`src/hdl/hrpc_defs.svh`:
```
`ifndef HRPC_DEFS_SVH
`define HRPC_DEFS_SVH
// register byte offsets
`define HRPC_A_ROLE 8'h00
`define HRPC_A_HOP 8'h04
`define HRPC_A_POWER 8'h08
`define HRPC_A_RXTO 8'h0c
`define HRPC_A_SBASE 8'h10
`define HRPC_A_SDELTA 8'h14
`define HRPC_A_SEFF 8'h18
`define HRPC_A_RXF 8'h1c
`define HRPC_A_TXF 8'h20
`define HRPC_A_SETUP 8'h24
`define HRPC_A_STAT 8'h28
`define HRPC_A_RSSI 8'h2c
`define HRPC_A_SYSL 3'h2
`define HRPC_A_SITEL 3'h3
// field positions
`define HRPC_NA_BIT 31
`define HRPC_RXTO_EN_BIT 16
`define HRPC_CMD_ENTER 0
`define HRPC_CMD_QUIT 1
`define HRPC_CMD_KEY 2
`define HRPC_CMD_REL 3
`define HRPC_ST_REJECT 0
// ranges and reset values
`define HRPC_PWR_MIN 5'h14
`define HRPC_PWR_MAX 5'h1e
`define HRPC_RXTO_MAX 11'h5a0
`define HRPC_SEND_MIN 4'h1
`define HRPC_SEND_MAX 4'ha
`define HRPC_DELTA_MIN 5'sh16
`define HRPC_DELTA_MAX 5'sh0a
`define HRPC_FREQ_LO 20'hdc389
`define HRPC_FREQ_HI 20'he28e7
`define HRPC_HOP_DEF 3'h6
`define HRPC_LBL_LEN 30
// hop period (ms) and payload (bytes), entry 0 in the low bits
`define HRPC_HOP_MS {8'ha0, 8'h50, 8'h28, 8'h20, 8'h19, 8'h14, 8'h10, 8'h0a}
`define HRPC_HOP_BYTES {9'h150, 9'ha2, 9'h48, 9'h39, 9'h27, 9'h1e, 9'h15, 9'h09}
// timing
`define HRPC_CLK_NS 8
`define HRPC_MS_NS 1000000
`define HRPC_MIN_MS 60000
`define HRPC_SETUP_MIN 10
`define HRPC_KEY_MIN 5
`define HRPC_OKAY 2'h0
`define HRPC_SLVERR 2'h2
`endif

```
`src/hdl/hrpc_pkg.sv`:
```
package hrpc_pkg;
  typedef enum logic [1:0] {
    HRPC_MASTER = 2'b00,
    HRPC_REMOTE = 2'b01,
    HRPC_REMOTE_MF = 2'b10
  } hrpc_role_type;

  typedef enum logic [0:0] {
    HRPC_NORMAL = 1'b0,
    HRPC_SETUP = 1'b1
  } hrpc_mode_type;

  typedef struct packed {
    logic awready;
    logic wready;
    logic bvalid;
    logic [1:0] bresp;
    logic aw_full;
    logic w_full;
    logic [7:0] awaddr;
    logic [31:0] wdata;
    logic [3:0] wstrb;
    logic arready;
    logic rvalid;
    logic [31:0] rdata;
    hrpc_role_type role;
    logic mfreq;
    logic [2:0] hop;
    logic [7:0] hop_ms;
    logic [8:0] hop_bytes;
    logic [4:0] power;
    logic rxto_en;
    logic [10:0] rxto_min;
    logic [3:0] send_base;
    logic signed [4:0] send_delta;
    logic [3:0] retx;
    logic [19:0] rxf;
    logic [19:0] txf;
    logic rxf_set;
    logic txf_set;
    hrpc_mode_type mode;
    logic keyed;
    logic hopping;
    logic [19:0] synth_tx;
    logic [19:0] synth_rx;
    logic [7:0] rssi;
    logic alarm;
    logic reject;
    logic [31:0] ms_cnt;
    logic [31:0] setup_ms;
    logic [31:0] key_ms;
    logic [31:0] rx_ms;
    logic [10:0] rx_min;
    logic [29:0][7:0] sys_lbl;
    logic [29:0][7:0] site_lbl;
  } hrpc_state_type;
endpackage

```
`src/hdl/hrpc_top.sv`:
```
// The register addresses and the AXI4-Lite interface to the registers were left to the implementer.
`timescale 1ns/1ps
`default_nettype none
`include "hrpc_defs.svh"

module hrpc_top import hrpc_pkg::*; #(
  parameter int MS_CYC = `HRPC_MS_NS / `HRPC_CLK_NS,
  parameter int MIN_MS = `HRPC_MIN_MS
) (
  input wire logic clk,
  input wire logic arst_n,
  input wire logic s_axi_awvalid,
  output logic s_axi_awready,
  input wire logic [7:0] s_axi_awaddr,
  input wire logic s_axi_wvalid,
  output logic s_axi_wready,
  input wire logic [31:0] s_axi_wdata,
  input wire logic [3:0] s_axi_wstrb,
  output logic s_axi_bvalid,
  input wire logic s_axi_bready,
  output logic [1:0] s_axi_bresp,
  input wire logic s_axi_arvalid,
  output logic s_axi_arready,
  input wire logic [7:0] s_axi_araddr,
  output logic s_axi_rvalid,
  input wire logic s_axi_rready,
  output logic [31:0] s_axi_rdata,
  output logic [1:0] s_axi_rresp,
  input wire logic sync_locked,
  input wire logic sync_msg,
  input wire logic rx_packet,
  input wire logic [7:0] rssi_avg_in,
  input wire logic [7:0] rssi_raw_in,
  output logic [1:0] role,
  output logic master_freq_set,
  output logic [2:0] hop_setting,
  output logic [7:0] hop_period_ms,
  output logic [8:0] hop_max_bytes,
  output logic [4:0] rf_power_level,
  output logic [3:0] retx_count,
  output logic hopping_en,
  output logic tx_key,
  output logic [19:0] synth_tx_khz,
  output logic [19:0] synth_rx_khz,
  output logic receive_timeout_alarm
);

  localparam logic [31:0] MS_LAST = 32'(MS_CYC - 1);
  localparam logic [31:0] MIN_LAST = 32'(MIN_MS - 1);
  localparam logic [31:0] SETUP_LAST = 32'(`HRPC_SETUP_MIN * MIN_MS - 1);
  localparam logic [31:0] KEY_LAST = 32'(`HRPC_KEY_MIN * MIN_MS - 1);

  // counters are 32 bits wide; longer minutes would wrap silently
  if (MS_CYC < 1 || MIN_MS < 1 || MIN_MS > 200000000) begin : g_bad_param
    $error("hrpc_top: MS_CYC and MIN_MS out of range");
  end

  hrpc_state_type q;
  hrpc_state_type d;

  // scratch for the register decode, the timers and the send count
  logic ok;
  logic [7:0] wa;
  logic [4:0] idx;
  logic signed [5:0] sum;
  logic [19:0] rxf_eff;
  logic [19:0] txf_eff;
  logic quit;
  logic ms_tick;

  always_comb begin
    d = q;
    ok = 1'b1;
    wa = q.awaddr;
    idx = 5'h0;
    quit = 1'b0;
    ms_tick = (q.ms_cnt == MS_LAST);
    // free-running millisecond prescaler shared by all timers
    d.ms_cnt = ms_tick ? 32'h0 : q.ms_cnt + 32'h1;

    // address and data channels latch independently, in either order
    if (s_axi_awvalid && q.awready) begin
      d.aw_full = 1'b1;
      d.awaddr = s_axi_awaddr;
    end
    if (s_axi_wvalid && q.wready) begin
      d.w_full = 1'b1;
      d.wdata = s_axi_wdata;
      d.wstrb = s_axi_wstrb;
    end
    if (q.bvalid && s_axi_bready) begin
      d.bvalid = 1'b0;
    end

    // write executes once both halves are held and the response slot is free
    if (q.aw_full && q.w_full && !q.bvalid) begin
      d.aw_full = 1'b0;
      d.w_full = 1'b0;
      d.bvalid = 1'b1;
      case (wa)
        `HRPC_A_ROLE: begin
          if (q.wdata[1:0] == HRPC_MASTER || q.wdata[1:0] == HRPC_REMOTE ||
              q.wdata[1:0] == HRPC_REMOTE_MF) begin
            d.role = hrpc_role_type'(q.wdata[1:0]);
          end else begin
            ok = 1'b0;
          end
        end
        `HRPC_A_HOP: begin
          if (q.role == HRPC_MASTER) begin
            d.hop = q.wdata[2:0];
          end else begin
            ok = 1'b0;
          end
        end
        `HRPC_A_POWER: begin
          if (q.wdata[31:5] == 27'h0 && q.wdata[4:0] >= `HRPC_PWR_MIN &&
              q.wdata[4:0] <= `HRPC_PWR_MAX) begin
            d.power = q.wdata[4:0];
          end else begin
            ok = 1'b0;
          end
        end
        `HRPC_A_RXTO: begin
          if (q.wdata[15:11] == 5'h0 && q.wdata[10:0] <= `HRPC_RXTO_MAX) begin
            d.rxto_en = q.wdata[`HRPC_RXTO_EN_BIT];
            d.rxto_min = q.wdata[10:0];
          end else begin
            ok = 1'b0;
          end
        end
        `HRPC_A_SBASE: begin
          if (q.role == HRPC_MASTER && q.wdata[3:0] >= `HRPC_SEND_MIN &&
              q.wdata[3:0] <= `HRPC_SEND_MAX && q.wdata[31:4] == 28'h0) begin
            d.send_base = q.wdata[3:0];
          end else begin
            ok = 1'b0;
          end
        end
        `HRPC_A_SDELTA: begin
          if ($signed(q.wdata[4:0]) >= `HRPC_DELTA_MIN &&
              $signed(q.wdata[4:0]) <= `HRPC_DELTA_MAX) begin
            d.send_delta = $signed(q.wdata[4:0]);
          end else begin
            ok = 1'b0;
          end
        end
        `HRPC_A_RXF, `HRPC_A_TXF: begin
          if (q.wdata[19:0] >= `HRPC_FREQ_LO && q.wdata[19:0] <= `HRPC_FREQ_HI) begin
            if (wa == `HRPC_A_RXF) begin
              d.rxf = q.wdata[19:0];
              d.rxf_set = 1'b1;
            end else begin
              d.txf = q.wdata[19:0];
              d.txf_set = 1'b1;
            end
          end else begin
            ok = 1'b0;
          end
        end
        `HRPC_A_SETUP: begin
          if (q.wdata[`HRPC_CMD_ENTER] && q.mode == HRPC_NORMAL) begin
            d.mode = HRPC_SETUP;
            d.setup_ms = 32'h0;
          end
          // key and release only mean something inside setup
          if (q.mode == HRPC_SETUP && q.wdata[`HRPC_CMD_KEY]) begin
            d.keyed = 1'b1;
            d.key_ms = 32'h0;
          end
          if (q.wdata[`HRPC_CMD_REL]) begin
            d.keyed = 1'b0;
          end
          if (q.wdata[`HRPC_CMD_QUIT]) begin
            quit = 1'b1;
          end
        end
        `HRPC_A_STAT: begin
          if (q.wdata[`HRPC_ST_REJECT]) begin
            d.reject = 1'b0;
          end
        end
        default: begin
          if (wa[7:5] == `HRPC_A_SYSL || wa[7:5] == `HRPC_A_SITEL) begin
            // byte lanes map to characters; bytes past the last are dropped
            for (int i = 0; i < 4; i++) begin
              idx = 5'({wa[4:2], 2'(i)});
              if (q.wstrb[i] && idx < 5'(`HRPC_LBL_LEN)) begin
                if (wa[7:5] == `HRPC_A_SYSL) begin
                  d.sys_lbl[idx] = q.wdata[8*i +: 8];
                end else begin
                  d.site_lbl[idx] = q.wdata[8*i +: 8];
                end
              end
            end
          end else begin
            ok = 1'b0;
          end
        end
      endcase
      d.bresp = ok ? `HRPC_OKAY : `HRPC_SLVERR;
      if (!ok) begin
        d.reject = 1'b1; // sticky, set beats the clear
      end
    end

    // setup exit timer and keying watchdog
    if (q.mode == HRPC_SETUP && ms_tick) begin
      d.setup_ms = q.setup_ms + 32'h1;
      if (q.setup_ms == SETUP_LAST) begin
        quit = 1'b1;
      end
    end
    if (q.keyed && ms_tick) begin
      d.key_ms = q.key_ms + 32'h1;
      if (q.key_ms == KEY_LAST) begin
        d.keyed = 1'b0;
      end
    end
    if (quit) begin
      d.mode = HRPC_NORMAL;
      d.keyed = 1'b0;
    end

    // receive timeout: minutes since last data packet
    if (rx_packet) begin
      d.rx_ms = 32'h0;
      d.rx_min = 11'h0;
    end else if (ms_tick) begin
      d.rx_ms = (q.rx_ms == MIN_LAST) ? 32'h0 : q.rx_ms + 32'h1;
      if (q.rx_ms == MIN_LAST && q.rx_min != 11'h7ff) begin
        d.rx_min = q.rx_min + 11'h1;
      end
    end
    d.alarm = d.rxto_en && !rx_packet && (d.rx_min >= d.rxto_min);

    // signal strength sampling
    if (q.mode == HRPC_SETUP) begin
      d.rssi = rssi_raw_in;
    end else if (q.role != HRPC_MASTER && sync_msg) begin
      d.rssi = rssi_avg_in;
    end

    // net retransmission count, saturated whatever the delta
    sum = $signed({2'b00, q.send_base}) + 6'(q.send_delta);
    if (sum < $signed({2'b00, `HRPC_SEND_MIN})) begin
      d.retx = `HRPC_SEND_MIN;
    end else if (sum > $signed({2'b00, `HRPC_SEND_MAX})) begin
      d.retx = `HRPC_SEND_MAX;
    end else begin
      d.retx = sum[3:0];
    end

    // unprogrammed test frequencies follow the role's default
    rxf_eff = q.rxf_set ? q.rxf : (q.role == HRPC_MASTER ? `HRPC_FREQ_HI : `HRPC_FREQ_LO);
    txf_eff = q.txf_set ? q.txf : (q.role == HRPC_MASTER ? `HRPC_FREQ_HI : `HRPC_FREQ_LO);
    d.hopping = (d.mode == HRPC_NORMAL);
    d.synth_rx = (d.mode == HRPC_SETUP) ? rxf_eff : 20'h0;
    d.synth_tx = (d.mode == HRPC_SETUP) ? txf_eff : 20'h0;
    d.mfreq = (q.role != HRPC_REMOTE);
    d.hop_ms = 8'(`HRPC_HOP_MS >> (8 * q.hop));
    d.hop_bytes = 9'(`HRPC_HOP_BYTES >> (9 * q.hop));

    // read channel: one beat, answered the cycle after the address
    if (q.rvalid && s_axi_rready) begin
      d.rvalid = 1'b0;
    end
    if (s_axi_arvalid && q.arready) begin
      d.rvalid = 1'b1;
      d.rdata = 32'h0;
      case (s_axi_araddr)
        `HRPC_A_ROLE: d.rdata[1:0] = q.role;
        `HRPC_A_HOP: begin
          d.rdata[2:0] = q.hop;
          d.rdata[`HRPC_NA_BIT] = (q.role != HRPC_MASTER) && !sync_locked;
        end
        `HRPC_A_POWER: d.rdata[4:0] = q.power;
        `HRPC_A_RXTO: d.rdata = {15'h0, q.rxto_en, 5'h0, q.rxto_min};
        `HRPC_A_SBASE: d.rdata[3:0] = q.send_base;
        `HRPC_A_SDELTA: d.rdata = 32'(q.send_delta);
        `HRPC_A_SEFF: begin
          d.rdata[3:0] = q.retx;
          d.rdata[`HRPC_NA_BIT] = (q.role != HRPC_MASTER) && !sync_locked;
        end
        `HRPC_A_RXF: d.rdata[19:0] = rxf_eff;
        `HRPC_A_TXF: d.rdata[19:0] = txf_eff;
        `HRPC_A_STAT: d.rdata[5:0] = {q.mode, q.keyed, q.hopping, sync_locked, q.alarm, q.reject};
        `HRPC_A_RSSI: begin
          d.rdata[7:0] = q.rssi;
          d.rdata[`HRPC_NA_BIT] = (q.role == HRPC_MASTER) && (q.mode == HRPC_NORMAL);
        end
        default: begin
          if (s_axi_araddr[7:5] == `HRPC_A_SYSL || s_axi_araddr[7:5] == `HRPC_A_SITEL) begin
            for (int i = 0; i < 4; i++) begin
              idx = 5'({s_axi_araddr[4:2], 2'(i)});
              if (idx < 5'(`HRPC_LBL_LEN)) begin
                d.rdata[8*i +: 8] = (s_axi_araddr[7:5] == `HRPC_A_SYSL) ?
                  q.sys_lbl[idx] : q.site_lbl[idx];
              end
            end
          end
        end
      endcase
    end
    // readies come from flops; at most one write and one read in flight
    d.awready = !d.aw_full && !d.bvalid;
    d.wready = !d.w_full && !d.bvalid;
    d.arready = !d.rvalid;
  end

  always_ff @(posedge clk or negedge arst_n) begin
    if (!arst_n) begin
      q <= '0;
      q.role <= HRPC_REMOTE;
      q.mfreq <= 1'b0;
      q.hop <= `HRPC_HOP_DEF;
      q.power <= `HRPC_PWR_MAX;
      q.send_base <= `HRPC_SEND_MIN;
      q.retx <= `HRPC_SEND_MIN;
      q.mode <= HRPC_NORMAL;
      q.hopping <= 1'b1;
      q.awready <= 1'b1;
      q.wready <= 1'b1;
      q.arready <= 1'b1;
    end else begin
      q <= d;
    end
  end

  assign s_axi_awready = q.awready;
  assign s_axi_wready = q.wready;
  assign s_axi_bvalid = q.bvalid;
  assign s_axi_bresp = q.bresp;
  assign s_axi_arready = q.arready;
  assign s_axi_rvalid = q.rvalid;
  assign s_axi_rdata = q.rdata;
  assign s_axi_rresp = q.bresp & 2'h0;
  assign role = q.role;
  assign master_freq_set = q.mfreq;
  assign hop_setting = q.hop;
  assign hop_period_ms = q.hop_ms;
  assign hop_max_bytes = q.hop_bytes;
  assign rf_power_level = q.power;
  assign retx_count = q.retx;
  assign hopping_en = q.hopping;
  assign tx_key = q.keyed;
  assign synth_tx_khz = q.synth_tx;
  assign synth_rx_khz = q.synth_rx;
  assign receive_timeout_alarm = q.alarm;

  wire wr_fire = q.aw_full && q.w_full && !q.bvalid;
endmodule
`default_nettype wire

```
`config.mk`:
```
export PLATFORM = sky130hd
export DESIGN_NAME = hrpc_top
export DESIGN_NICKNAME = d
export VERILOG_FILES = /design/src/hdl/hrpc_pkg.sv /design/src/hdl/hrpc_top.sv
export VERILOG_INCLUDE_DIRS = /design/src /design/src/hdl
export SDC_FILE = /design/constraint.sdc
export NUM_CORES = 1
export LEC_CHECK = 0
export BUFFER_PORTS_ARGS = -buffer_cell sky130_fd_sc_hd__buf_2
export CAP_MARGIN = 20
export CELL_PAD_IN_SITES_DETAIL_PLACEMENT = 2
export CELL_PAD_IN_SITES_GLOBAL_PLACEMENT = 2
export CORE_MARGIN = 4
export CORE_UTILIZATION = 48
export CTS_BUF_LIST = sky130_fd_sc_hd__clkbuf_4
export CTS_CLUSTER_DIAMETER = 120
export DETAILED_ROUTE_END_ITERATION = 10
export GPL_TIMING_DRIVEN = 0
export PLACE_DENSITY = 0.9
export SYNTH_ARGS = -nofsm -noshare
export SYNTH_HDL_FRONTEND = slang
export SYNTH_SLANG_ARGS = --single-unit
```
`constraint.sdc`:
```
create_clock -name clk -period 4.9 [get_ports clk]
set_input_delay 0.245 -clock clk [delete_from_list [all_inputs] [get_ports clk]]
set_output_delay 0.245 -clock clk [all_outputs]
set_load 0.05 [all_outputs]
```
==> run_summary.xml, run 1 <==
<?xml version="1.0" encoding="UTF-8"?>
<metrics>
  <group name="die">
    <metric name="placement_rows" unit="">106</metric>
    <metric name="die_h" unit="um">298</metric>
    <metric name="horizontal_die_dimension" unit="um">298</metric>
    <metric name="floorplan.io_pins" unit="">194</metric>
    <metric name="initial_utilization" unit="%">48.3</metric>
  </group>
  <group name="sta">
    <metric name="worstEpCategory" unit="">register input</metric>
    <metric name="worst_endpoint_left_by_the_global_route_repair_timing_run" unit="">receive_timeout_alarm$_DFF_PN0_/D</metric>
  </group>
  <group name="synth">
    <metric name="synth.ff_latch_count" unit="">849</metric>
    <metric name="cell_area_synth" unit="mm2">0.0404</metric>
    <metric name="yosysUniqueCellTypes" unit="">84</metric>
    <metric name="synth-seq-area-share" unit="%">52.7</metric>
    <metric name="synth_edf_count" unit="">0</metric>
    <metric name="yosysWarningCount" unit="">0</metric>
    <metric name="synth_async_sr_flop_share" unit="%">100</metric>
    <metric name="synth_ff_type" unit="">dfrtp_1</metric>
    <metric name="synth_cells" unit="">3235</metric>
    <metric name="synth_area_per_cell" unit="um2">12.5</metric>
  </group>
  <group name="placement">
    <metric name="pre_cts_slack" unit="ps">497</metric>
    <metric name="gp_routability_congestion" unit="">0.912</metric>
    <metric name="place_hpwl" unit="mm">114</metric>
    <metric name="portBuffers" unit="">186</metric>
  </group>
  <group name="run_status">
    <metric name="firstError" unit="">[ERROR GRT-0232] Routing congestion too high. Check the congestion heatmap in the GUI.</metric>
    <metric name="run_status" unit="">did not finish</metric>
    <metric name="flow.stopped_at" unit="">global routing</metric>
  </group>
  <group name="cts">
    <metric name="tritoncts.num_buffers" unit="">219</metric>
    <metric name="ctsHtreeMaxLevel" unit="">4</metric>
    <metric name="clock_buffer_depth" unit="">3</metric>
    <metric name="cts_root_buffer" unit="">clkbuf_4</metric>
    <metric name="clkSinkCount" unit="">849</metric>
  </group>
  <group name="grt">
    <metric name="maximum_number_of_pins_on_one_net_before_global_route_repair" unit="">134</metric>
    <metric name="grt_remaining_overflow" unit="">23</metric>
    <metric name="antenna_found_initial" unit="">74</metric>
    <metric name="globalRouteTotalUtil" unit="%">69.9</metric>
  </group>
</metrics>
==> cell usage after synthesis, types with 10 or more instances <==
| library cell | instances | area share, % |
|---|---|---|
| ha_1 | 25 | 0.77 |
| nand4_1 | 38 | 0.59 |
| a21o_1 | 10 | 0.19 |
| mux2_2 | 579 | 16 |
| o21ai_0 | 146 | 1.8 |
| o211ai_1 | 22 | 0.41 |
| nand2b_1 | 19 | 0.29 |
| and3_1 | 23 | 0.36 |
| nand3_1 | 82 | 1.0 |
| nand2_1 | 191 | 1.8 |
| and2_1 | 20 | 0.31 |
| dfrtp_1 | 836 | 52 |
| nor2_2 | 40 | 0.62 |
| buf_4 | 110 | 2.0 |
| a31oi_1 | 22 | 0.34 |
| nor4_1 | 47 | 0.73 |
| xor2_1 | 18 | 0.39 |
| nor2b_1 | 19 | 0.29 |
| a21oi_1 | 75 | 0.93 |
| nor2_1 | 192 | 1.8 |
| xnor2_1 | 29 | 0.63 |
| nor3_1 | 37 | 0.46 |
| or3_1 | 25 | 0.39 |
| o31ai_1 | 24 | 0.45 |
| nor4b_1 | 13 | 0.28 |
| clkbuf_1 | 133 | 1.2 |
| buf_1 | 18 | 0.17 |
| and4_1 | 19 | 0.41 |
| mux2i_1 | 72 | 1.8 |
| buf_2 | 28 | 0.35 |
| inv_1 | 49 | 0.46 |
| dfstp_2 | 13 | 0.85 |
| mux4_2 | 126 | 7.0 |
==> cell families after synthesis <==
kind of cell | count (synthesis) | share of synthesized area (%)
compound gates | 381 | 5.81
other cells | 1 | 0.00929
simple gates | 810 | 10.3
mux | 778 | 25.0
xor+xnor | 47 | 1.02
fa+ha+maj | 26 | 0.825
flops | 849 | 52.7
buf+inv | 343 | 4.33
==> stage by stage <==
step | hold slack [ps] | std cells | instance area, um2 | util (%)
after floorplan | -50.6 | 3237 | 40400 | -
after global placement | 426 | 4503 | 42700 | 51.1
after detailed placement | 318 | 4516 | 42900 | 51.4
after CTS | 176 | 5044 | 47100 | 56.4
==> what timing repair did <==
item                                   in CTS
endpoints found under the hold margin     245
hold buffers                              148
gates resized for setup                     0
setup buffers                               0
==> metal layers <==
| metal | GRT usage (%) | overflow |
|---|---|---|
| met1 | 68.7 | 0 |
| met3 | 51.5 | 0 |
| met5 | 21.0 | 0 |
| met2 | 88.9 | 14 |
| met4 | 73.0 | 9 |
==> run 2: changes to the inputs <==
==> config.mk (replaced) <==
export PLATFORM = sky130hd
export DESIGN_NAME = hrpc_top
export DESIGN_NICKNAME = d
export VERILOG_FILES = /design/src/hdl/hrpc_pkg.sv /design/src/hdl/hrpc_top.sv
export VERILOG_INCLUDE_DIRS = /design/src /design/src/hdl
export SDC_FILE = /design/constraint.sdc
export NUM_CORES = 1
export LEC_CHECK = 0
export BUFFER_PORTS_ARGS = -buffer_cell sky130_fd_sc_hd__buf_2
export CAP_MARGIN = 20
export CORE_MARGIN = 4
export CORE_UTILIZATION = 35
export DETAILED_ROUTE_END_ITERATION = 10
export GPL_TIMING_DRIVEN = 0
export PLACE_DENSITY_LB_ADDON = 0.15
export SYNTH_ARGS = -nofsm -noshare
export SYNTH_HDL_FRONTEND = slang
export SYNTH_SLANG_ARGS = --single-unit
==> run 2 against run 1 <==
Against the previous run:
- the flow now finishes without violations
- synthesized cell count did not move
- area after synthesis did not move
==> run_summary.xml, run 2 <==
<?xml version="1.0" encoding="UTF-8"?>
<metrics>
  <group name="layout">
    <metric name="areaGrowthSynthToFinish" unit="%">17.6</metric>
    <metric name="instances_no_fill" unit="">5204</metric>
    <metric name="most-common-layout-cells" unit="">836 x dfrtp_1, 579 x mux2_2, 216 x buf_2, 192 x nor2_1, 191 x nand2_1</metric>
    <metric name="largest_reg_flops" unit="">730</metric>
    <metric name="num-fill-cells" unit="">10800</metric>
    <metric name="largest-register" unit="">q</metric>
    <metric name="utilization" unit="%">41.5</metric>
    <metric name="design.final.nets" unit="">3719</metric>
    <metric name="layout_commonest_cell" unit="">dfrtp_1</metric>
    <metric name="drive_above_1_share" unit="%">34.9</metric>
    <metric name="design_area" unit="mm2">0.0475</metric>
  </group>
  <group name="worst_setup_path">
    <metric name="cp_max_fo" unit="">10</metric>
    <metric name="r2r-start" unit="">wa[5]</metric>
    <metric name="reg2reg_slack" unit="ps">690</metric>
    <metric name="reg2reg_to" unit="">receive_timeout_alarm</metric>
    <metric name="critical_path_required" unit="ps">5420</metric>
    <metric name="worst_setup_path_end_kind" unit="">flip-flop</metric>
    <metric name="timing.setup.critical_path_class" unit="">flip-flop to flip-flop</metric>
    <metric name="critical_path.startpoint" unit="">wa[5]</metric>
    <metric name="critical_path.endpoint" unit="">receive_timeout_alarm</metric>
    <metric name="cp-start-kind" unit="">flip-flop</metric>
    <metric name="critical_path_arrival" unit="ps">4720</metric>
    <metric name="worst-r2r-cell-count" unit="">13</metric>
  </group>
  <group name="power_and_ir_drop">
    <metric name="pwr-share-clk" unit="%">33.1</metric>
    <metric name="internal_power_consumption" unit="mW">14.9</metric>
    <metric name="power_per_cell_area" unit="mW/mm2">465</metric>
    <metric name="power.sequential.fraction" unit="%">42.4</metric>
    <metric name="p_leak" unit="nW">21.8</metric>
    <metric name="ir_worst_vdd" unit="V">0.000256</metric>
    <metric name="comb_power_share" unit="%">24.4</metric>
    <metric name="p_sw_share" unit="%">32.6</metric>
    <metric name="sw_power" unit="mW">7.20</metric>
  </group>
  <group name="cts">
    <metric name="clkTransAtPathRegs" unit="ps">60</metric>
    <metric name="clock_insertion_delay_worst_skew" unit="ps">680</metric>
    <metric name="cts.repair_timing.setup_buffer_count" unit="">0</metric>
    <metric name="clkSinkCount" unit="">849</metric>
    <metric name="ctsHtreeMaxLevel" unit="">3</metric>
    <metric name="cts_root_buffer" unit="">clkbuf_16</metric>
    <metric name="tritoncts.num_buffers" unit="">99</metric>
    <metric name="cts_tree" unit="">done</metric>
    <metric name="clock_buffer_depth" unit="">3</metric>
    <metric name="cts-resized-gates" unit="">0</metric>
  </group>
  <group name="routing">
    <metric name="drt-initial-drc-count" unit="">2017</metric>
    <metric name="post_drt_via_cell_ratio" unit="">5.31</metric>
    <metric name="drc" unit="">0</metric>
    <metric name="via_total_after_detailed_routing" unit="">27600</metric>
    <metric name="antenna_violating_nets_post_route" unit="">0</metric>
    <metric name="avgRoutedWirePerCell" unit="um">24.1</metric>
    <metric name="dr.pass1.iters" unit="">5</metric>
    <metric name="totalWireLength" unit="mm">126</metric>
  </group>
  <group name="sta">
    <metric name="max-slew-margin-rel" unit="%">19.2</metric>
    <metric name="tightest_slew" unit="ps">1210</metric>
    <metric name="postLayoutSetupSlackWorst" unit="ps">693</metric>
    <metric name="timing.clock.skew" unit="ps">28.7</metric>
    <metric name="finalHoldViolations" unit="">0</metric>
    <metric name="timing.setup.tns" unit="ps">0</metric>
    <metric name="grt_setup_unrepaired" unit="">false</metric>
    <metric name="period_share" unit="%">85.9</metric>
    <metric name="setup_violating_endpoint_count_in_the_final_report" unit="">0</metric>
    <metric name="layout_min_cycle_time" unit="ps">4210</metric>
    <metric name="timing_max_transition_violations_final" unit="">0</metric>
    <metric name="achievable-frequency" unit="MHz">238</metric>
  </group>
  <group name="placement">
    <metric name="dpl-instance-area" unit="mm2">0.0436</metric>
    <metric name="pre_cts_slack" unit="ps">718</metric>
    <metric name="placed_cells_incl_taps" unit="">4958</metric>
    <metric name="place_hpwl" unit="mm">91.4</metric>
    <metric name="gp_routability_congestion" unit="">0.895</metric>
    <metric name="portBuffers" unit="">186</metric>
  </group>
  <group name="grt">
    <metric name="grt_remaining_overflow" unit="">0</metric>
    <metric name="antenna_found_initial" unit="">8</metric>
    <metric name="grt_pass1_vias" unit="">28300</metric>
    <metric name="maximum_number_of_pins_on_one_net_before_global_route_repair" unit="">116</metric>
    <metric name="grt_first_pass_wirelength" unit="mm">190</metric>
    <metric name="globalRouteTotalUtil" unit="%">20.7</metric>
  </group>
  <group name="synth">
    <metric name="synth_area_per_cell" unit="um2">12.5</metric>
    <metric name="synth.ff_latch_count" unit="">849</metric>
    <metric name="yosysWarningCount" unit="">0</metric>
    <metric name="synthTopCellsByCount" unit="">836 x dfrtp_1, 579 x mux2_2, 192 x nor2_1, 191 x nand2_1, 146 x o21ai_0</metric>
    <metric name="synth_async_sr_flop_share" unit="%">100</metric>
    <metric name="synth_edf_count" unit="">0</metric>
    <metric name="yosys.cell_count.top_type" unit="">dfrtp_1</metric>
    <metric name="cell_area_synth" unit="mm2">0.0404</metric>
    <metric name="synth.area.top_cells" unit="">dfrtp_1 52%, mux2_2 16%, mux4_2 7.0%</metric>
    <metric name="netlist.area_leader.share" unit="%">51.8</metric>
    <metric name="synth_ff_type" unit="">dfrtp_1</metric>
    <metric name="synth_cells" unit="">3235</metric>
    <metric name="synth_top_area_cell" unit="">dfrtp_1</metric>
    <metric name="synth-seq-area-share" unit="%">52.7</metric>
    <metric name="yosysUniqueCellTypes" unit="">84</metric>
  </group>
  <group name="die">
    <metric name="placeableCoreArea" unit="mm2">0.114</metric>
    <metric name="placement_rows" unit="">124</metric>
    <metric name="die_h" unit="um">348</metric>
    <metric name="floorplan.io_pins" unit="">194</metric>
    <metric name="initial_utilization" unit="%">35.3</metric>
    <metric name="horizontal_die_dimension" unit="um">348</metric>
    <metric name="total_die_area" unit="mm2">0.121</metric>
  </group>
  <group name="min_path">
    <metric name="hold_path.class" unit="">input port to flip-flop</metric>
  </group>
  <group name="run">
    <metric name="maxCapViolCount" unit="">0</metric>
  </group>
  <group name="run_status">
    <metric name="run_status" unit="">complete, no violations</metric>
  </group>
</metrics>
==> run 2: cell counts after synthesis <==
Identical to the previous run, type by type.
==> run 2: final cells by class <==
| cell class | instances | area, um2 | share of cell area, % |
|---|---|---|---|
| Antenna cell | 1 | 2.50 | 0.00527 |
| Buffer | 293 | 1560 | 3.29 |
| Clock buffer | 151 | 2950 | 6.20 |
| Clock inverter | 26 | 268 | 0.564 |
| Inverter | 50 | 188 | 0.395 |
| Multi-Input combinational cell | 2045 | 17400 | 36.6 |
| Sequential cell | 849 | 21300 | 44.8 |
| Tap cell | 1512 | 1890 | 3.98 |
| Timing Repair Buffer | 277 | 2000 | 4.21 |
==> run 2: cell families (layout without fill, tap and decap cells) <==
family / Yosys count / in the layout / synth area share [%]
DFF: 849 / 849 / 52.7
and+or+nand+nor: 810 / 810 / 10.3
muxes: 778 / 778 / 25.0
AOI/OAI and AO/OA: 381 / 381 / 5.81
buffers and inverters: 343 / 797 / 4.33
xor gates and xnor gates: 47 / 47 / 1.02
adders and majority gates: 26 / 26 / 0.825
other: 1 / 4 / 0.00929
==> run 2: worst min-delay path by stage <==
stage / end / start / cells after the start
2_1_floorplan: hop_max_bytes[0] / arst_n / 0
3_3_place_gp: s_axi_awready / s_axi_awvalid / 2
3_5_place_dp: q[496] / arst_n / 1
4_1_cts: q[621] / sync_msg / 4
5_1_grt: q[621] / sync_msg / 4
6_report: q[621] / sync_msg / 4
==> run 2: critical path, stage by stage (launching register included) <==
cell	delay [ps]
dfrtp_1	480
or4_1	620
nand2b_1	220
or3_1	370
nor4_4	490
buf_4	350
mux2i_1	430
ha_1	320
a21o_1	160
a21oi_1	150
nor2b_1	60
o21ai_0	140
o311a_1	190
nor4b_2	50
==> run 2: timing repair <==
| item | in CTS | in global routing |
|---|---|---|
| endpoints found under the hold margin | 140 | 0 |
| setup endpoints to repair | 0 | 0 |
| hold buffers | 68 | 0 |
==> run 2: power by group through the flow <==
stage          clock [mW]  sequential, mW  combinational, mW
6_report             7.32            9.37               5.39
5_1_grt              7.82            9.54               5.80
4_1_cts              7.53            9.36               5.39
3_5_place_dp            0            9.47               5.33
3_3_place_gp            0            9.47               5.25
2_1_floorplan           0            9.13               3.56
==> run 2: per-stage QoR <==
stage               hold WS (ps)  total power, mW
detailed placement           266             14.8
CTS                         54.0             22.3
floorplan                  -50.6             12.7
finish                      86.5             22.1
global route                 130             23.2
global placement             434             14.7
==> run 2: metal layers <==
layer	GRT usage [%]	wire, um	up-vias	part of all wire [%]
met5	0	0	-	0
met4	4.77	2430	0	1.9
met3	3.34	7190	149	5.7
met2	30.5	53800	720	43
met1	31.8	62100	14300	49
li1	-	-	12500	-
(Power assumes the default switching activity.)
==> run 3: changes to the inputs <==
--- a/config.mk
+++ b/config.mk
@@ -6,7 +6,7 @@
 export SDC_FILE = /design/constraint.sdc
 export NUM_CORES = 1
 export LEC_CHECK = 0
-export BUFFER_PORTS_ARGS = -buffer_cell sky130_fd_sc_hd__buf_2
+export BUFFER_PORTS_ARGS = -buffer_cell sky130_fd_sc_hd__clkbuf_2
 export CAP_MARGIN = 20
 export CORE_MARGIN = 4
 export CORE_UTILIZATION = 35
==> run 3 against run 2 <==
Against the previous run:
- via count increased by 0.68%
- wire length decreased by 0.14%
- clock-buffer cell count increased by 6
- sequential share of layout area decreased by 0.22 points
- sequential cell count unchanged
- power increased by 1.5%
- final cell count increased by 0.25%
- clock power increased by 4.6%
- maximum frequency decreased by 0.79%
- critical endpoint unchanged
- largest cell class unchanged
- largest power group unchanged
==> run_summary.xml, run 3 (same netlist as run 2, synthesis figures left out) <==
<?xml version="1.0" encoding="UTF-8"?>
<metrics>
  <group name="cts">
    <metric name="clkSinkCount" unit="">849</metric>
    <metric name="clock_buffer_depth" unit="">3</metric>
    <metric name="cts-hold-fix-buffers" unit="">68</metric>
    <metric name="tritoncts.num_buffers" unit="">99</metric>
    <metric name="clkTransAtPathRegs" unit="ps">60</metric>
    <metric name="cts_tree" unit="">done</metric>
    <metric name="cts.repair_timing.setup_buffer_count" unit="">0</metric>
    <metric name="cts_root_buffer" unit="">clkbuf_16</metric>
    <metric name="ctsHtreeMaxLevel" unit="">3</metric>
    <metric name="cts-resized-gates" unit="">0</metric>
    <metric name="clock_insertion_delay_worst_skew" unit="ps">680</metric>
  </group>
  <group name="power_and_ir_drop">
    <metric name="comb_power_share" unit="%">24.0</metric>
    <metric name="internal_power_consumption" unit="mW">15.2</metric>
    <metric name="pwr-share-clk" unit="%">34.1</metric>
    <metric name="power.sequential.fraction" unit="%">41.8</metric>
    <metric name="p_leak" unit="nW">21.9</metric>
    <metric name="ir_worst_vdd" unit="V">0.000317</metric>
    <metric name="power_per_cell_area" unit="mW/mm2">470</metric>
    <metric name="sw_power" unit="mW">7.27</metric>
    <metric name="p_sw_share" unit="%">32.4</metric>
  </group>
  <group name="worst_setup_path">
    <metric name="cp-start-kind" unit="">flip-flop</metric>
    <metric name="reg2reg_slack" unit="ps">660</metric>
    <metric name="worst_setup_path_end_kind" unit="">flip-flop</metric>
    <metric name="timing.critical_path.slowest_stage_cell" unit="">or4_1</metric>
    <metric name="critical_path_required" unit="ps">5410</metric>
    <metric name="critical_path_arrival" unit="ps">4750</metric>
    <metric name="critPathMaxStageDelay" unit="ps">610</metric>
    <metric name="timing.setup.critical_path_class" unit="">flip-flop to flip-flop</metric>
    <metric name="worst-r2r-cell-count" unit="">13</metric>
    <metric name="cp_max_fo" unit="">10</metric>
    <metric name="crit_path_cell_chain" unit="">or4_1, nand2b_1, or3_1, nor4_4, buf_4, mux2i_1, ha_1, a21o_1, a21oi_1, nor2b_1, o21ai_0, o311a_1, nor4b_2</metric>
  </group>
  <group name="layout">
    <metric name="largest-register" unit="">q</metric>
    <metric name="layout_commonest_cell" unit="">dfrtp_1</metric>
    <metric name="design.final.nets" unit="">3719</metric>
    <metric name="drive_above_1_share" unit="%">35.4</metric>
    <metric name="instances_no_fill" unit="">5217</metric>
    <metric name="areaGrowthSynthToFinish" unit="%">18.2</metric>
    <metric name="most-common-layout-cells" unit="">836 x dfrtp_1, 579 x mux2_2, 192 x nor2_1, 191 x nand2_1, 189 x clkbuf_2</metric>
    <metric name="design_area" unit="mm2">0.0477</metric>
    <metric name="largest_reg_flops" unit="">730</metric>
  </group>
  <group name="sta">
    <metric name="finalHoldViolations" unit="">0</metric>
    <metric name="layout_min_cycle_time" unit="ps">4240</metric>
    <metric name="timing.clock.skew" unit="ps">38.5</metric>
    <metric name="postLayoutSetupSlackWorst" unit="ps">659</metric>
    <metric name="setup_violating_endpoint_count_in_the_final_report" unit="">0</metric>
    <metric name="period_share" unit="%">86.5</metric>
    <metric name="max-slew-margin-rel" unit="%">20.2</metric>
    <metric name="grt_setup_unrepaired" unit="">false</metric>
    <metric name="timing_max_transition_violations_final" unit="">0</metric>
    <metric name="timing.setup.tns" unit="ps">0</metric>
    <metric name="tightest_slew" unit="ps">1190</metric>
    <metric name="achievable-frequency" unit="MHz">236</metric>
  </group>
  <group name="routing">
    <metric name="drc" unit="">0</metric>
    <metric name="avgRoutedWirePerCell" unit="um">24.0</metric>
    <metric name="totalWireLength" unit="mm">125</metric>
    <metric name="post_drt_via_cell_ratio" unit="">5.33</metric>
    <metric name="dr.pass1.iters" unit="">5</metric>
    <metric name="drt-initial-drc-count" unit="">1927</metric>
    <metric name="antenna_violating_nets_post_route" unit="">0</metric>
    <metric name="via_total_after_detailed_routing" unit="">27800</metric>
  </group>
  <group name="grt">
    <metric name="globalRouteTotalUtil" unit="%">20.7</metric>
    <metric name="antenna_found_initial" unit="">6</metric>
    <metric name="maximum_number_of_pins_on_one_net_before_global_route_repair" unit="">107</metric>
    <metric name="grt_remaining_overflow" unit="">0</metric>
    <metric name="grt_first_pass_wirelength" unit="mm">189</metric>
    <metric name="grt_pass1_vias" unit="">28600</metric>
  </group>
  <group name="placement">
    <metric name="pre_cts_slack" unit="ps">729</metric>
    <metric name="portBuffers" unit="">186</metric>
    <metric name="placed_cells_incl_taps" unit="">4957</metric>
    <metric name="place_hpwl" unit="mm">91.1</metric>
    <metric name="dpl-instance-area" unit="mm2">0.0436</metric>
    <metric name="gp_routability_congestion" unit="">0.892</metric>
  </group>
  <group name="min_path">
    <metric name="min_path_cells" unit="">4</metric>
    <metric name="hold_path.class" unit="">input port to flip-flop</metric>
  </group>
  <group name="die">
    <metric name="initial_utilization" unit="%">35.3</metric>
    <metric name="total_die_area" unit="mm2">0.121</metric>
    <metric name="placement_rows" unit="">124</metric>
    <metric name="placeableCoreArea" unit="mm2">0.114</metric>
    <metric name="floorplan.io_pins" unit="">194</metric>
    <metric name="horizontal_die_dimension" unit="um">348</metric>
    <metric name="die_h" unit="um">348</metric>
  </group>
  <group name="run_status">
    <metric name="run_status" unit="">complete, no violations</metric>
  </group>
  <group name="run">
    <metric name="maxCapViolCount" unit="">0</metric>
  </group>
</metrics>
-- run 3: cell type report --
type | instances | area [um2]
fillers | 10800 | 66600
flip-flops and latches | 849 | 21300
multi-input cells | 2045 | 17400
clock buffers | 157 | 3140
repair buffers | 277 | 1990
well taps | 1512 | 1890
plain buffers | 293 | 1560
clock inverters | 29 | 304
inverters | 50 | 188
diodes | 5 | 12.5
-- run 3: per-layer routing --
| metal | wire length [um] | global-route usage [%] |
|---|---|---|
| met1 | 61300 | 31.1 |
| met2 | 53100 | 30.1 |
| met3 | 7560 | 4.22 |
| met4 | 3100 | 5.65 |
| met5 | 220 | 1.30 |
-- run 3: worst max-delay path, delay by kind of cell, from the launching register on --
| kind | cells | cell delay (ps) |
|---|---|---|
| mux | 1 | 420 |
| flops | 1 | 470 |
| fa+ha+maj | 1 | 320 |
| compound gates | 4 | 650 |
| simple gates | 6 | 1850 |
| buf+inv | 1 | 350 |
-- run 3: worst paths after layout --
check	start	end
worst min register to register	q[713]	q[713]
worst max-delay path	wa[5]	receive_timeout_alarm
max in group asynchronous	arst_n	q[829]
worst min-delay path	sync_msg	q[621]
min in group asynchronous	arst_n	q[496]
worst max register to register	wa[5]	receive_timeout_alarm
-- run 3: through the flow --
stage	total power, mW	utilization [%]	hold slack (ps)
floorplan	12.7	-	-50.6
global placement	14.7	37.8	441
detailed placement	14.8	38.1	322
CTS	22.6	41.7	79.7
global route	23.5	41.7	124
finish	22.4	41.7	119
-- run 3: power groups by stage --
stage / clock network [mW] / logic [mW] / registers (mW)
after floorplan: 0 / 3.56 / 9.13
final: 7.66 / 5.39 / 9.38
after CTS: 7.86 / 5.39 / 9.36
after global placement: 0 / 5.25 / 9.49
after detailed placement: 0 / 5.32 / 9.47
after global routing: 8.14 / 5.79 / 9.55
==> run 4: changes to the inputs <==
--- a/config.mk
+++ b/config.mk
@@ -9,7 +9,7 @@
 export BUFFER_PORTS_ARGS = -buffer_cell sky130_fd_sc_hd__clkbuf_2
 export CAP_MARGIN = 20
 export CORE_MARGIN = 4
-export CORE_UTILIZATION = 35
+export CORE_UTILIZATION = 67
 export DETAILED_ROUTE_END_ITERATION = 10
 export GPL_TIMING_DRIVEN = 0
 export PLACE_DENSITY_LB_ADDON = 0.15
==> run 4 against run 3 <==
Against the previous run:
- highest routed layer unchanged
- power is 3.9% lower
- the run now ends with negative hold slack left
- critical endpoint unchanged
- die area is 47% lower
- sequential share of layout area is 1.5 points higher
==> run_summary.xml, run 4 (same netlist as run 2, synthesis figures left out) <==
<?xml version="1.0" encoding="UTF-8"?>
<metrics>
  <group name="worst_setup_path">
    <metric name="timing.critical_path.slowest_stage_cell" unit="">or4_1</metric>
    <metric name="critical_path_required" unit="ps">5390</metric>
    <metric name="critical_path_arrival" unit="ps">4680</metric>
    <metric name="crit_path_cell_chain" unit="">ha_1, nor4bb_1, nand3_1, or4_1, buf_2, or2_4, or3_1, a21oi_1, ha_1, a21o_1, a21oi_1, nor2b_1, o21ai_0, o311a_1, nor4b_2</metric>
    <metric name="critPathMaxStageDelay" unit="ps">500</metric>
    <metric name="worst_setup_path_end_kind" unit="">flip-flop</metric>
    <metric name="cp-start-kind" unit="">flip-flop</metric>
    <metric name="cp_max_fo" unit="">8</metric>
    <metric name="timing.setup.critical_path_class" unit="">flip-flop to flip-flop</metric>
  </group>
  <group name="sta">
    <metric name="timing.setup.tns" unit="ps">0</metric>
    <metric name="postLayoutSetupSlackWorst" unit="ps">715</metric>
    <metric name="layout_min_cycle_time" unit="ps">4190</metric>
    <metric name="finalHoldViolations" unit="">1</metric>
    <metric name="achievable-frequency" unit="MHz">239</metric>
    <metric name="period_share" unit="%">85.4</metric>
    <metric name="grt_setup_unrepaired" unit="">false</metric>
    <metric name="timing.clock.skew" unit="ps">25.6</metric>
    <metric name="worst_hold_slack" unit="ps">-0.998</metric>
    <metric name="max-slew-margin-rel" unit="%">20.2</metric>
    <metric name="tightest_slew" unit="ps">1190</metric>
    <metric name="setup_violating_endpoint_count_in_the_final_report" unit="">0</metric>
    <metric name="timing_max_transition_violations_final" unit="">0</metric>
  </group>
  <group name="routing">
    <metric name="post_drt_via_cell_ratio" unit="">6.66</metric>
    <metric name="totalWireLength" unit="mm">117</metric>
    <metric name="dr.pass1.iters" unit="">6</metric>
    <metric name="drt-initial-drc-count" unit="">3224</metric>
    <metric name="avgRoutedWirePerCell" unit="um">26.4</metric>
    <metric name="via_total_after_detailed_routing" unit="">29600</metric>
    <metric name="antenna_violating_nets_post_route" unit="">0</metric>
    <metric name="drc" unit="">0</metric>
  </group>
  <group name="layout">
    <metric name="areaGrowthSynthToFinish" unit="%">14.3</metric>
    <metric name="design_area" unit="mm2">0.0462</metric>
    <metric name="utilization" unit="%">77.8</metric>
    <metric name="instances_no_fill" unit="">4442</metric>
    <metric name="design.final.nets" unit="">3701</metric>
    <metric name="largest-register" unit="">q</metric>
    <metric name="largest_reg_flops" unit="">730</metric>
    <metric name="most-common-layout-cells" unit="">836 x dfrtp_1, 579 x mux2_2, 192 x nor2_1, 191 x nand2_1, 189 x clkbuf_2</metric>
    <metric name="drive_above_1_share" unit="%">34.6</metric>
    <metric name="layout_commonest_cell" unit="">dfrtp_1</metric>
  </group>
  <group name="min_path">
    <metric name="hold_path.class" unit="">input port to flip-flop</metric>
  </group>
  <group name="die">
    <metric name="floorplan.io_pins" unit="">194</metric>
    <metric name="initial_utilization" unit="%">68.0</metric>
    <metric name="placeableCoreArea" unit="mm2">0.0594</metric>
    <metric name="horizontal_die_dimension" unit="um">253</metric>
    <metric name="die_h" unit="um">253</metric>
    <metric name="total_die_area" unit="mm2">0.0642</metric>
    <metric name="placement_rows" unit="">89</metric>
  </group>
  <group name="cts">
    <metric name="cts-resized-gates" unit="">0</metric>
    <metric name="clkSinkCount" unit="">849</metric>
    <metric name="clock_insertion_delay_worst_skew" unit="ps">650</metric>
    <metric name="ctsHtreeMaxLevel" unit="">3</metric>
    <metric name="tritoncts.num_buffers" unit="">86</metric>
    <metric name="cts_tree" unit="">done</metric>
    <metric name="clkTransAtPathRegs" unit="ps">70</metric>
    <metric name="clock_buffer_depth" unit="">3</metric>
    <metric name="cts_root_buffer" unit="">clkbuf_16</metric>
  </group>
  <group name="power_and_ir_drop">
    <metric name="ir_worst_vdd" unit="V">0.000365</metric>
    <metric name="power_per_cell_area" unit="mW/mm2">467</metric>
    <metric name="p_leak" unit="nW">21.6</metric>
  </group>
  <group name="grt">
    <metric name="maximum_number_of_pins_on_one_net_before_global_route_repair" unit="">126</metric>
    <metric name="antenna_found_initial" unit="">6</metric>
    <metric name="grt_pass1_vias" unit="">30100</metric>
    <metric name="globalRouteTotalUtil" unit="%">36.7</metric>
    <metric name="grt_first_pass_wirelength" unit="mm">179</metric>
    <metric name="grt_remaining_overflow" unit="">0</metric>
  </group>
  <group name="placement">
    <metric name="place_hpwl" unit="mm">83.4</metric>
    <metric name="dpl-instance-area" unit="mm2">0.0425</metric>
    <metric name="placed_cells_incl_taps" unit="">4206</metric>
    <metric name="pre_cts_slack" unit="ps">815</metric>
    <metric name="portBuffers" unit="">186</metric>
    <metric name="gp_routability_congestion" unit="">0.991</metric>
  </group>
  <group name="run_status">
    <metric name="failed_checks" unit="">negative hold slack</metric>
    <metric name="run_status" unit="">complete, but fails checks</metric>
  </group>
  <group name="run">
    <metric name="maxCapViolCount" unit="">0</metric>
  </group>
</metrics>
==> run 4: cell types whose count changed in the layout (fill, tap and decap cells not counted), moves of 3 or more <==
| cell | change |
|---|---|
| buf_6 | +3 |
| buf_4 | -6 |
| diode_2 | -3 |
| buf_2 | -3 |
| clkbuf_8 | -24 |
| buf_8 | +3 |
| clkbuf_1 | +10 |
| bufinv_16 | +3 |
| clkbuf_16 | -14 |
==> run 4: worst max-delay path, delay by kind of cell, from the launching register on <==
kind,cells,cell delay [ps]
compound gates,5,1020
fa+ha+maj,2,560
buf+inv,1,200
flops,1,390
simple gates,7,1860
==> run 4: routing by layer <==
metal | vias up | global-route usage, % | share of wire, % | routed length (um)
met3 | 313 | 8.60 | 9.4 | 11000
li1 | 12400 | - | - | -
met5 | - | 0 | 0.045 | 53
met1 | 15300 | 50.7 | 39 | 46300
met2 | 1574 | 57.5 | 47 | 55000
met4 | 8 | 14.8 | 4.2 | 4920
==> run 4: final timing paths <==
path / startpoint / end / slack, ps / cells past startpoint
max: q[587] / receive_timeout_alarm / 710 / 15
max reg2reg: q[587] / receive_timeout_alarm / 710 / 15
min in group asynchronous: arst_n / q[599] / 170 / 2
min: s_axi_arvalid / s_axi_rdata[2] / -1 / 4
min reg2reg: q[712] / q[712] / 470 / 1
max in group asynchronous: arst_n / q[266] / 2600 / 5
==> run 4: repair_timing <==
item,4_1_cts,5_1_grt
hold buffers,67,0
endpoints found under the hold margin,121,0
buffers inserted,0,0
==> run 4: report_power, final <==
group | switching (mW) | internal, mW
logic | 3.21 | 2.16
clock network | 2.79 | 3.90
registers | 1.08 | 8.40
==> run 4: per-stage QoR <==
stage / power [mW] / hold slack, ps
after floorplan: 12.7 / -50.6
after global placement: 14.3 / 429
after detailed placement: 14.7 / 287
after CTS: 21.4 / 6.13
after global routing: 22.3 / 25.1
final: 21.5 / -0.998
==> run 4: area by class of cell <==
type                            instances  area [um2]
Antenna cell                            2        5.00
Buffer                                293        1560
Clock buffer                          128        2490
Clock inverter                         30         363
Fill cell                            3575       13200
Inverter                               50         188
Multi-Input combinational cell       2045       17400
Sequential cell                       849       21300
Tap cell                              773         967
Timing Repair Buffer                  272        1940
